## src/srdpb_defines.svh

```systemverilog
// Purpose: register offsets, field positions, reset values for srdpb
// Assumes: apb with 32-bit data, one aligned word per register
// Notes:   offsets are local choices
`ifndef SRDPB_DEFINES_SVH
`define SRDPB_DEFINES_SVH

// register byte offsets
`define SRDPB_CTRL_OFS      12'h000
`define SRDPB_DIV_OFS       12'h004
`define SRDPB_FORCE_OFS     12'h008
`define SRDPB_STATUS_OFS    12'h00C

// control register fields
`define SRDPB_PD_BIT        0
`define SRDPB_BIAS_BIT      1
`define SRDPB_EVT_BIT       2

// reset values
`define SRDPB_PD_RST        1'h0
`define SRDPB_DIV_RST       7'h2F
`define SRDPB_BIAS_RST      1'h1
`define SRDPB_FORCE_RST     4'h0

`endif

```

## src/srdpb_pkg.sv

```systemverilog
// Purpose: shared types for srdpb
// Assumes: nothing beyond the defines header
// Notes:   output state encoding for each sysref output
package srdpb_pkg;

  // rest state of one sysref output
  typedef enum logic [1:0] {
    SRDPB_OUT_RUN  = 2'b00, // toggling with divided clock
    SRDPB_OUT_LOW  = 2'b01, // static low rest
    SRDPB_OUT_XPT  = 2'b10, // cross-point bias rest
    SRDPB_OUT_OFF  = 2'b11  // powered down
  } srdpb_out_t;

  // apb request bundle
  typedef struct packed {
    logic        psel;
    logic        penable;
    logic        pwrite;
    logic [11:0] paddr;
    logic [31:0] pwdata;
  } srdpb_apb_req_t;

endpackage

```

## src/srdpb_top.sv

```systemverilog
// Purpose: sysref global power down, cascaded divider, output rest bias
// Assumes: single 250 MHz clock mclk, synchronous active-high rst
// Notes:   apb slave answers in the access cycle with no wait states
//          status word: ratio in bits 12:0, divided level in bit 13
//
// Local design decisions: the APB slave port and the address map.
`timescale 1ns/1ps
`include "srdpb_defines.svh"

module srdpb_top (
  // clock and reset
  input  wire logic                   mclk,
  input  wire logic                   rst,
  // apb slave
  input  wire srdpb_pkg::srdpb_apb_req_t apb_req,
  output logic [31:0]                 prdata,
  output logic                        pready,
  output logic                        pslverr,
  // sysref outputs
  output logic [3:0]                  sysref_output,
  output srdpb_pkg::srdpb_out_t [3:0] sysref_out_state
);

  ////////////////////////////////////////////////////////////////////////////
  // stage ratio decode, each returns divide ratio
  // five bits, since the top code of a power-of-two stage is sixteen
  function automatic logic [4:0] stage_pow2(input logic [1:0] code);
    stage_pow2 = 5'h02 << code; // 00=2 01=4 10=8 11=16
  endfunction

  // product of the four serial stages; the largest is 4*16*16*5,
  // 5120, so thirteen bits carry every code without wrapping
  function automatic logic [12:0] total_ratio(input logic [6:0] d);
    logic [12:0] s1; // first stage, two or four
    logic [12:0] s2; // second stage, power of two
    logic [12:0] s3; // third stage, power of two
    logic [12:0] s4; // fourth stage, two to five
    s1 = d[6] ? 13'h0004 : 13'h0002;
    s2 = {8'h00, stage_pow2(d[5:4])};
    s3 = {8'h00, stage_pow2(d[3:2])};
    s4 = {11'h000, d[1:0]} + 13'h0002;
    total_ratio = 13'((s1 * s2) * (s3 * s4));
  endfunction

  ////////////////////////////////////////////////////////////////////////////
  // registers
  logic              pd_r;        // global power down
  logic              bias_r;      // rest bias select
  logic              evt_r;       // sysref event in progress
  logic [6:0]        div_r;       // cascaded divider code
  logic [3:0]        force_r;     // per-output bias force
  logic [12:0]       cnt_r;       // divider half-period counter
  logic              phase_r;     // divided clock level
  logic              wr_en;       // apb write strobe
  logic              setup;       // apb setup cycle seen
  logic              hit;         // address maps to a register
  logic [12:0]       ratio;       // total division ratio
  logic [12:0]       half;        // half-period length
  logic              half_tick;   // one-cycle enable at half period end
  logic [31:0]       rd_mux;      // read data select

  // access phase write strobe; no wait states, so every access phase
  // is also the completing one and the write lands at its end
  assign wr_en = apb_req.psel & apb_req.penable & apb_req.pwrite;

  // setup cycle: the answer is prepared here so it stands in access
  assign setup = apb_req.psel & ~apb_req.penable;

  // total ratio of the current code, shared by divider and status
  assign ratio = total_ratio(div_r);

  // address decode; anything else is refused with an error answer
  always_comb begin
    unique case (apb_req.paddr)
      `SRDPB_CTRL_OFS, `SRDPB_DIV_OFS,
      `SRDPB_FORCE_OFS, `SRDPB_STATUS_OFS: hit = 1'b1;
      default:                             hit = 1'b0;
    endcase
  end

  ////////////////////////////////////////////////////////////////////////////
  // control register: power down, bias select, event
  always_ff @(posedge mclk) begin
    if (rst) begin
      pd_r   <= `SRDPB_PD_RST;
      bias_r <= `SRDPB_BIAS_RST;
      evt_r  <= 1'b0;
    end else if (wr_en && apb_req.paddr == `SRDPB_CTRL_OFS) begin
      pd_r   <= apb_req.pwdata[`SRDPB_PD_BIT];
      bias_r <= apb_req.pwdata[`SRDPB_BIAS_BIT];
      evt_r  <= apb_req.pwdata[`SRDPB_EVT_BIT];
    end
  end

  // divider code; every code is accepted and the choice among
  // settings with equal ratio is left to software
  always_ff @(posedge mclk) begin
    if (rst) begin
      div_r <= `SRDPB_DIV_RST;
    end else if (wr_en && apb_req.paddr == `SRDPB_DIV_OFS) begin
      div_r <= apb_req.pwdata[6:0];
    end
  end

  // per-output bias force, one bit per output
  always_ff @(posedge mclk) begin
    if (rst) begin
      force_r <= `SRDPB_FORCE_RST;
    end else if (wr_en && apb_req.paddr == `SRDPB_FORCE_OFS) begin
      force_r <= apb_req.pwdata[3:0];
    end
  end

  ////////////////////////////////////////////////////////////////////////////
  // read mux; status holds the ratio in bits 12:0, the level in bit 13
  always_comb begin
    rd_mux = 32'h0000_0000;
    unique case (apb_req.paddr)
      `SRDPB_CTRL_OFS:   rd_mux = {29'h0000_0000, evt_r, bias_r, pd_r};
      `SRDPB_DIV_OFS:    rd_mux = {25'h000_0000, div_r};
      `SRDPB_FORCE_OFS:  rd_mux = {28'h000_0000, force_r};
      `SRDPB_STATUS_OFS: rd_mux = {18'h0_0000, phase_r, ratio};
      default:           rd_mux = 32'h0000_0000;
    endcase
  end

  ////////////////////////////////////////////////////////////////////////////
  // apb answer; each output comes straight from a flop
  // ready: one-cycle pulse in the access phase; registering it costs
  // no wait state because the answer is already known in setup
  always_ff @(posedge mclk) begin
    if (rst) begin
      pready <= 1'b0;
    end else begin
      pready <= setup;
    end
  end

  // error: unmapped address, raised together with ready
  always_ff @(posedge mclk) begin
    if (rst) begin
      pslverr <= 1'b0;
    end else begin
      pslverr <= setup & ~hit;
    end
  end

  // read data: captured in setup, held until the next setup
  always_ff @(posedge mclk) begin
    if (rst) begin
      prdata <= 32'h0000_0000;
    end else if (setup) begin
      prdata <= rd_mux;
    end
  end

  ////////////////////////////////////////////////////////////////////////////
  // cascaded divider; the ratio is split into two half periods
  // odd totals cannot occur: first stage is always even
  assign half = ratio >> 1;

  // end of a half period; the slow rate exists only as this pulse,
  // every flop stays on mclk; >= keeps a shrunk code from stranding
  // the counter above its new end point
  assign half_tick = (cnt_r >= half - 13'h0001);

  // half-period counter
  always_ff @(posedge mclk) begin
    if (rst || pd_r) begin
      cnt_r <= 13'h0000; // defined restart point
    end else if (half_tick) begin
      cnt_r <= 13'h0000;
    end else begin
      cnt_r <= cnt_r + 13'h0001;
    end
  end

  // divided clock level, starts low after power up
  always_ff @(posedge mclk) begin
    if (rst || pd_r) begin
      phase_r <= 1'b0; // no edges while down
    end else if (half_tick) begin
      phase_r <= ~phase_r;
    end
  end

  ////////////////////////////////////////////////////////////////////////////
  // per-output rest state
  always_ff @(posedge mclk) begin
    if (rst) begin
      for (int i = 0; i < 4; i++) begin
        sysref_out_state[i] <= srdpb_pkg::SRDPB_OUT_OFF;
      end
    end else begin
      for (int i = 0; i < 4; i++) begin
        if (pd_r) begin
          sysref_out_state[i] <= srdpb_pkg::SRDPB_OUT_OFF;
        end else if (force_r[i] | evt_r) begin
          sysref_out_state[i] <= bias_r ? srdpb_pkg::SRDPB_OUT_XPT
                                        : srdpb_pkg::SRDPB_OUT_LOW;
        end else begin
          sysref_out_state[i] <= srdpb_pkg::SRDPB_OUT_RUN;
        end
      end
    end
  end

  // per-output level; resting or powered-down outputs are held low
  always_ff @(posedge mclk) begin
    if (rst) begin
      sysref_output <= 4'h0;
    end else begin
      for (int i = 0; i < 4; i++) begin
        if (pd_r | force_r[i] | evt_r) begin
          sysref_output[i] <= 1'b0;
        end else begin
          sysref_output[i] <= phase_r;
        end
      end
    end
  end

endmodule // srdpb_top

```

## config.mk

```make
export PLATFORM = sky130hd
export DESIGN_NAME = srdpb_top
export DESIGN_NICKNAME = d
export VERILOG_FILES = /design/src/srdpb_pkg.sv /design/src/srdpb_top.sv
export VERILOG_INCLUDE_DIRS = /design/src
export SDC_FILE = /design/constraint.sdc
export NUM_CORES = 1
export LEC_CHECK = 0
export BUFFER_PORTS_ARGS = -buffer_cell sky130_fd_sc_hd__buf_2
export CORE_MARGIN = 2
export CORE_UTILIZATION = 35
export DETAILED_ROUTE_END_ITERATION = 8
export PLACE_DENSITY = 0.54
export SLEW_MARGIN = 20
export SYNTH_ARGS = -nofsm -noshare
export SYNTH_HDL_FRONTEND = slang
export SYNTH_SLANG_ARGS = --single-unit
```

## constraint.sdc

```tcl
create_clock -name mclk -period 8.4 [get_ports mclk]
set_clock_uncertainty 0.05 [all_clocks]
set_input_delay 1.26 -clock mclk [delete_from_list [all_inputs] [get_ports mclk]]
set_output_delay 1.26 -clock mclk [all_outputs]
set_load 0.02 [all_outputs]
```

==> flow_summary_export.csv, run 1 <==
group,metric,value,unit
detailed_routing,drc,0,
layout,diodes,0,
sta,setup_violations,0,
clocking,cts_tree,"done",
worst_setup_path,cpMostUsedCell,"fa_1",
place,place_hpwl,7380,um
power,power.leakage,0.00226,uW
detailed_routing,ant_nets,0,
detailed_routing,wl,9160,um
logic_synthesis,netlist-cell-type-count,52,
power,seqPwrFrac,50.0,%
place,place_worst_setup_slack,428,ps
sta,slew_viol_final,0,
sta,post-route-min-period,7780,ps
sta,setup-tns-final,0,ps
clocking,cts-root-buf,"clkbuf_16",
worst_setup_path,arrival,7890,ps
worst_setup_path,critPathKind,"register to register",
worst_setup_path,path_max_fanout,12,
logic_synthesis,yosys.area.top_type,"dfxtp_1",
global_routing,grt_first_pass_wirelength,15000,um
clocking,cts.path.max_buffers,2,
sta,post-route-period-util,92.6,%
logic_synthesis,synth_edf_count,0,
power,p_clk_share,39.8,%
global_routing,grt_remaining_overflow,0,
die,die_x,114,um
layout,layout_common_cells,"nor2_1 (64), dfxtp_1 (56), buf_2 (51), ha_1 (44), inv_1 (39)",
worst_setup_path,r2r-start,"div_r[2]",
power,power.switching,141,uW
run,maxCapViolCount,0,
global_routing,gr-usage-all-layers,14.4,%
logic_synthesis,synth_seq_area_share,26.5,%
logic_synthesis,ys_async_sr_fraction,0,%
power,p_sw_share,26.0,%
sta,max_freq,129,MHz
global_routing,grt_pass1_vias,3076,
clocking,clock_sinks,56,
sta,setup_ws,623,ps
logic_synthesis,syn_avg_cell_area,8.49,sq um
place,dp.cells,675,
worst_setup_path,startpoint_type,"register",
run_status,status,"finished clean",
detailed_routing,dr.first_iter.drc_count,176,
die,die-area,13000,sq um
detailed_routing,wl_met1,4420,um
die,initial_utilization,35.6,%
global_routing,grt_start_max_net_pins,33,
worst_setup_path,slowest_stage,"fa_1",
worst_setup_path,r2r_setup_slack,620,ps
logic_synthesis,syn_inst,499,
worst_hold_path,holdPathStages,2,
worst_setup_path,rr_worst_depth,26,
detailed_routing,firstDrtPassIters,4,
sta,hold_violations,0,
layout,drive_gt1_share,12.7,%
die,die_y,114,um
worst_setup_path,rr_endpoint,"phase_r",
die,rows,40,
die,coreArea,11900,sq um
worst_setup_path,required,8520,ps
sta,rsz0062_at_grt,"no",
sta,slew_headroom,44.0,%
global_routing,antenna_found_initial,0,
power,p_int,401,uW
layout,mostFrequentLayoutCell,"nor2_1",
logic_synthesis,synth_warnings,0,
place,port-buffer-count,51,
logic_synthesis,synth_top_area_share,26.5,%
power,ir_worst_vdd,0.0791,mV
detailed_routing,wl_met3,260,um
detailed_routing,routed-via-count,3301,
clocking,postCtsSetupBuffers,0,
layout,stdcell_count,683,
detailed_routing,via_per_inst,4.83,
power,power_frac_comb,10.2,%
sta,worstMarginPinSlew,841,ps
logic_synthesis,ys_ff_latch,56,
layout,syn2layout_area_growth,10.4,%
power,powerDensity,116,nW/um^2
place,place.gp.congestion,0.825,
clocking,htreeDepth,2,
worst_hold_path,min-delay-start,"prdata[1]",
layout,fillers,1219,
clocking,insertion_delay,290,ps
logic_synthesis,ys.flop_type,"dfxtp_1",
layout,finish.utilization,39.3,%
detailed_routing,post_drt_wl_per_cell,13.4,um
clocking,cts_buffers,5,
worst_setup_path,endpoint_kind,"register",
worst_setup_path,critical_path.max_stage_delay,570,ps
power,p_total,542,uW
worst_hold_path,hold_end,"prdata[1]",
logic_synthesis,synth.area.top_cells,"dfxtp_1 (26%), ha_1 (13%), fa_1 (9.0%)",
clocking,clk_pin_slew,80,ps
detailed_routing,highest_layer,"met4",
worst_hold_path,hold_class,"register to register",
layout,fin_nets,647,
logic_synthesis,syn_area,4240,sq um
detailed_routing,wl_met2,4380,um
die,ios,95,
## layer usage
metal / up-vias / GRT usage (%)
met1: 1555 / 20.0
met4: 0 / 3.82
li1: 1690 / -
met3: 7 / 2.07
met2: 49 / 23.5
met5: - / 0
## power by group through the flow
stage	registers [uW]	clock network, uW	logic [uW]
finish	271	216	55.5
detailed placement	277	0	55.8
global placement	277	0	55.2
global route	271	233	62.0
CTS	271	222	56.1
floorplan	280	0	42.7
## sequential cells by signal, summed over array words and instances (netlist names), 4 cells and up
register / cells
sysref_out_state: 8
force_r: 4
cnt_r: 13
div_r: 7
prdata: 14
sysref_output: 4
## timing repair
action | CTS | global route
setup endpoints to repair | 0 | 13
resized for setup | 0 | 1
hold buffers | 0 | 0
## through the flow
step / hold slack [ps] / cell area, sq um
after floorplan: 383 / 4310
after global placement: 389 / 4520
after detailed placement: 397 / 4520
after CTS: 408 / 4670
after global routing: 416 / 4680
final: 404 / 4680
## synthesized netlist by cell type, types with 3 or more instances
| library cell | count |
|---|---|
| nand2_1 | 37 |
| inv_1 | 39 |
| dfxtp_1 | 56 |
| o21ai_0 | 15 |
| a22oi_1 | 3 |
| and2_1 | 16 |
| xor2_1 | 16 |
| a21o_1 | 3 |
| xnor2_1 | 12 |
| mux2i_1 | 15 |
| buf_4 | 19 |
| a21oi_1 | 20 |
| nor3_1 | 9 |
| ha_1 | 44 |
| nor3b_1 | 4 |
| a211o_1 | 7 |
| clkbuf_1 | 18 |
| fa_1 | 19 |
| nor2b_1 | 12 |
| nand2b_1 | 4 |
| nand3_1 | 17 |
| nor2_1 | 64 |
| and3_1 | 9 |
## cells by family (layout without fill, tap and decap cells)
kind of cell / count (synthesis) / in the layout / synth area share, %
and+or+nand+nor: 192 / 192 / 22.9
buffers and inverters: 80 / 98 / 8.86
adders and majority gates: 63 / 63 / 22.0
AOI/OAI and AO/OA: 61 / 61 / 9.12
DFF: 56 / 56 / 26.5
xor gates and xnor gates: 30 / 30 / 6.85
muxes: 16 / 16 / 3.81
other: 1 / 20 / 0.0885
## critical path, delay by kind of cell, from the launching register on
family / cells / cell delay [ps]
compound gates: 5 / 1460
xor+xnor: 3 / 730
fa+ha+maj: 9 / 3600
buf+inv: 3 / 150
flops: 1 / 530
simple gates: 6 / 1120
## cell type report
| cell class | count | area (sq um) | share of cell area, % |
|---|---|---|---|
| Tap cell | 147 | 184 | 3.93 |
| Inverter | 39 | 146 | 3.13 |
| Sequential cell | 56 | 1120 | 24.0 |
| Multi-Input combinational cell | 382 | 2820 | 60.2 |
| Clock inverter | 3 | 27.5 | 0.589 |
| Timing Repair Buffer | 51 | 255 | 5.46 |
| Clock buffer | 5 | 125 | 2.68 |
## worst max-delay path by stage
stage | startpoint | to | slack [ps] | cells past startpoint
after floorplan | div_r[2] | cnt_r[10] | 920 | 28
after global placement | div_r[2] | cnt_r[2] | 500 | 26
after detailed placement | div_r[2] | cnt_r[2] | 430 | 26
after CTS | div_r[2] | cnt_r[2] | 390 | 26
after global routing | div_r[2] | cnt_r[2] | 130 | 26
final | div_r[2] | phase_r | 620 | 26
Note: power is estimated with default switching activity, not from simulation.
==> run 2, diff against run 1 <==
Settings changed: BUFFER_PORTS_ARGS -buffer_cell sky130_fd_sc_hd__buf_2 to unset, DONT_BUFFER_PORTS set to 1, PLACE_DENSITY 0.54 to 0.47.
==> run 2 against run 1 <==
  * Final cell count decreased by 7.3%
  * Maximum frequency increased by 0.48%
  * Non-clock buffer count decreased by 50
  * Final area decreased by 5.3%
  * Utilization decreased by 2.1 points
  * Clock power about the same
  * Hold slack improved by 37 ps
  * Sequential cell count unchanged
  * Combinational power decreased by 27%
  * Wire length increased by 3.8%
==> flow_summary_export.csv, run 2 (same netlist as run 1, synthesis figures left out) <==
group,metric,value,unit
die,die-area,13000,sq um
place,place_worst_setup_slack,443,ps
sta,slew_viol_final,0,
power,power.leakage,0.00204,uW
run,maxCapViolCount,0,
layout,drive_gt1_share,3.70,%
worst_setup_path,critPathTopFamily,"adder cells",
die,die_x,114,um
die,coreArea,11900,sq um
die,rows,40,
global_routing,antenna_found_initial,0,
layout,largest_register_ffs,14,
sta,post-route-min-period,7740,ps
power,ir_worst_vdd,0.0802,mV
worst_setup_path,r2r_setup_slack,660,ps
global_routing,gr-usage-all-layers,14.9,%
detailed_routing,wl,9500,um
place,place_area,4270,sq um
sta,hold_violations,0,
layout,postLayoutCellArea,4430,sq um
sta,slew_headroom,41.6,%
place,place.gp.congestion,0.792,
run_status,status,"finished clean",
worst_hold_path,hold_end,"sysref_output[1]",
layout,fillers,1266,
worst_setup_path,critPathKind,"register to register",
place,place_hpwl,7520,um
global_routing,grt_pass1_vias,3020,
layout,top_regs,"prdata (14), cnt_r (13), sysref_out_state (8)",
sta,post-route-period-util,92.1,%
sta,worstMarginPinSlew,876,ps
clocking,cts.path.max_buffers,2,
power,powerDensity,121,nW/um^2
clocking,insertion_delay,300,ps
worst_setup_path,r2r-start,"div_r[2]",
die,ios,95,
worst_setup_path,required,8530,ps
place,port-buffer-count,0,
detailed_routing,post_drt_wl_per_cell,15.0,um
sta,setup_violations,0,
worst_setup_path,slowest_stage,"fa_1",
clocking,clock_sinks,56,
layout,top_register,"prdata",
global_routing,grt_start_max_net_pins,33,
detailed_routing,drc,0,
worst_setup_path,endpoint_kind,"register",
sta,setup_ws,660,ps
layout,mostFrequentLayoutCell,"nor2_1",
global_routing,grt_first_pass_wirelength,15300,um
worst_setup_path,cp.depth,28,
sta,holdWs,441,ps
detailed_routing,ant_nets,0,
clocking,cts-root-buf,"clkbuf_16",
worst_hold_path,min-delay-start,"force_r[1]",
detailed_routing,dr.first_iter.drc_count,148,
detailed_routing,routed-via-count,3158,
worst_hold_path,hold_class,"register to register",
layout,fin_nets,597,
detailed_routing,via_per_inst,4.99,
worst_hold_path,holdPathStages,1,
worst_setup_path,path_max_fanout,13,
clocking,cts_buffers,5,
clocking,cts_tree,"done",
die,initial_utilization,35.6,%
worst_setup_path,arrival,7870,ps
worst_setup_path,critical_path.max_stage_delay,560,ps
sta,setup-tns-final,0,ps
sta,rsz0062_at_grt,"no",
detailed_routing,firstDrtPassIters,4,
worst_setup_path,crit_buf_inv,4,
clocking,htreeDepth,2,
global_routing,grt_remaining_overflow,0,
die,die_y,114,um
layout,diodes,0,
layout,syn2layout_area_growth,4.52,%
worst_setup_path,startpoint_type,"register",
sta,max_freq,129,MHz
layout,layout_common_cells,"nor2_1 (64), dfxtp_1 (56), ha_1 (44), inv_1 (39), nand2_1 (37)",
worst_setup_path,rr_worst_depth,28,
clocking,clk_pin_slew,80,ps
clocking,postCtsSetupBuffers,0,
worst_setup_path,rr_endpoint,"cnt_r[2]",
-- run 2: cell count changes in the layout (fill, tap and decap cells not counted), sizes merged --
| cell | delta |
|---|---|
| clkinvlp | -1 |
| buf | -50 |
| clkbuf | +1 |
-- run 2: worst max path at each step --
stage                  start        end  slack [ps]
global route        div_r[2]   cnt_r[2]         100
CTS                 div_r[2]   cnt_r[2]         390
finish              div_r[2]   cnt_r[2]         660
detailed placement  div_r[2]   cnt_r[2]         440
global placement    div_r[2]  cnt_r[10]         470
floorplan           div_r[2]  cnt_r[10]         920
-- run 2: area by class of cell --
type,instances,area [sq um],share of cell area [%]
flip-flops and latches,56,1120,25.3
clock buffers,6,139,3.14
clock inverters,2,13.8,0.311
repair buffers,1,7.51,0.169
multi-input cells,382,2820,63.6
inverters,39,146,3.31
well taps,147,184,4.15
-- run 2: what timing repair did --
item	4_1_cts	5_1_grt
endpoints found under the setup margin	0	13
gates resized for setup	0	1
hold buffers	0	0
-- run 2: routing by layer --
metal	vias up	wire (um)	GRT usage (%)
li1	1600	-	-
met1	1507	4630	20.2
met2	43	4430	24.1
met3	8	342	3.51
met4	0	99	3.50
met5	-	0	0
-- run 2: power breakdown --
group          total (uW)  leakage (uW)  internal (uW)  switching [uW]
Clock                 218     0.0000772            120            98.7
Combinational        40.7       0.00151           14.3            26.4
Sequential            275      0.000455            269            5.86
-- run 2: stage by stage --
step	instances	power, uW	utilization [%]
2_1_floorplan	518	323	-
3_3_place_gp	625	321	35.9
3_5_place_dp	625	322	35.9
4_1_cts	633	540	37.1
5_1_grt	633	556	37.2
6_report	633	534	37.2
==> run 3, diff against run 2 <==
Settings changed: CELL_PAD_IN_SITES_DETAIL_PLACEMENT set to 1, CELL_PAD_IN_SITES_GLOBAL_PLACEMENT set to 1, CORE_MARGIN 2 to unset, PLACE_DENSITY 0.47 to 0.6.
==> run 3 against run 2 <==
  * The flow now finishes with violations (DRC)
  * Die area decreased by 3.5%
  * Via count is 1.0% higher
  * Global-route usage rose by 2.0 points
  * Worst setup slack worse by 71 ps
  * Sequential power barely moved
  * Hold slack hardly changed
  * Combinational power down 3%
  * Utilization rose by 0.98 points
  * Maximum frequency decreased by 0.91%
  * Critical path type unchanged
  * Critical endpoint is now cnt_r[10]
  * Largest power group unchanged
==> flow_summary_export.csv, run 3 (same netlist as run 1, synthesis figures left out) <==
group,metric,value,unit
run_status,status,"finished with violations",
run_status,violations,"DRC",
layout,fin_nets,598,
detailed_routing,dr.first_iter.drc_count,128,
worst_setup_path,critical_path.max_stage_delay,560,ps
die,ios,95,
worst_setup_path,critPathTopFamily,"adder cells",
power,ir_worst_vdd,0.0884,mV
power,p_total,535,uW
worst_setup_path,required,8590,ps
worst_setup_path,path_max_fanout,13,
place,place.gp.congestion,0.773,
detailed_routing,via_per_inst,5.06,
place,place_worst_setup_slack,278,ps
worst_setup_path,crit_buf_inv,3,
power,powerDensity,121,nW/um^2
worst_setup_path,cpMostUsedCell,"fa_1",
clocking,insertion_delay,300,ps
sta,hold_violations,0,
global_routing,antenna_found_initial,0,
worst_hold_path,holdPathStages,1,
clocking,hold_buffers,0,
worst_setup_path,cp.depth,26,
global_routing,grt_remaining_overflow,0,
detailed_routing,wl,9970,um
global_routing,grt_start_max_net_pins,33,
layout,top_regs,"prdata (14), cnt_r (13), sysref_out_state (8)",
sta,rsz0062_at_grt,"no",
clocking,cts_tree,"done",
clocking,htreeDepth,2,
sta,worstMarginPinSlew,851,ps
sta,slew_headroom,43.3,%
die,rows,39,
layout,mostFrequentLayoutCell,"nor2_1",
layout,layout_common_cells,"nor2_1 (64), dfxtp_1 (56), ha_1 (44), inv_1 (39), nand2_1 (37)",
global_routing,grt_first_pass_wirelength,16800,um
sta,setup_ws,589,ps
die,die-area,12600,sq um
global_routing,gr-usage-all-layers,16.9,%
worst_setup_path,startpoint_type,"register",
detailed_routing,firstDrtPassIters,6,
sta,post-route-period-util,93.0,%
sta,post-route-min-period,7810,ps
die,coreArea,11600,sq um
worst_setup_path,rr_worst_depth,26,
clocking,clk_pin_slew,80,ps
clocking,cts_buffers,5,
clocking,clock_sinks,56,
layout,syn2layout_area_growth,4.58,%
layout,diodes,0,
die,initial_utilization,36.5,%
power,power.leakage,0.00204,uW
layout,largest_register_ffs,14,
die,die_x,112,um
clocking,cts.path.max_buffers,2,
detailed_routing,drc,3,
die,die_y,112,um
clocking,cts-root-buf,"clkbuf_16",
layout,fillers,1386,
place,port-buffer-count,0,
layout,finish.utilization,38.2,%
worst_setup_path,slowest_stage,"fa_1",
detailed_routing,post_drt_wl_per_cell,15.8,um
sta,setup_violations,0,
sta,setup-tns-final,0,ps
layout,drive_gt1_share,3.90,%
place,place_hpwl,7990,um
detailed_routing,routed-via-count,3190,
global_routing,grt_pass1_vias,3296,
worst_hold_path,hold_class,"register to register",
layout,top_register,"prdata",
worst_setup_path,endpoint_kind,"register",
run,maxCapViolCount,0,
detailed_routing,ant_nets,0,
sta,slew_viol_final,0,
sta,max_freq,128,MHz
worst_setup_path,critPathKind,"register to register",
worst_setup_path,arrival,8000,ps
run 3: metrics by stage:
stage / hold WS [ps] / instances / instance area [sq um]
2_1_floorplan: 383 / 518 / 4310
3_5_place_dp: 425 / 622 / 4270
5_1_grt: 463 / 630 / 4430
4_1_cts: 443 / 630 / 4430
6_report: 441 / 630 / 4430
3_3_place_gp: 418 / 622 / 4270
run 3: worst paths after layout:
path,from,endpoint,slack [ps]
min,force_r[2],sysref_output[2],440
max,div_r[1],cnt_r[10],590
max reg2reg,div_r[1],cnt_r[10],590
min reg2reg,force_r[2],sysref_output[2],440
run 3: what timing repair did:
action	CTS	global route
endpoints found under the setup margin	0	13
gates resized for setup	0	1
setup buffers	0	0
run 3: cell type report:
type	instances	area (sq um)	area share, %
multi-input combinational	382	2820	63.6
sequential	56	1120	25.3
tap	143	179	4.04
inverter	39	146	3.30
clock buffer	5	125	2.82
clock inverter	3	27.5	0.621
timing repair buffer	2	15.0	0.339
run 3: where the power goes:
| part | internal, uW | switching [uW] | total [uW] |
|---|---|---|---|
| Sequential | 269 | 5.93 | 275 |
| Clock | 114 | 107 | 221 |
| Combinational | 13.9 | 25.6 | 39.6 |
| Total | 396 | 139 | 535 |
run 3: layer usage:
metal | vias up | track usage [%] | share of wire, %
met5 | - | 0 | 0
met4 | 0 | 2.93 | 0.51
met3 | 5 | 3.29 | 2.4
met2 | 26 | 29.4 | 50
met1 | 1564 | 21.8 | 47
li1 | 1595 | - | -
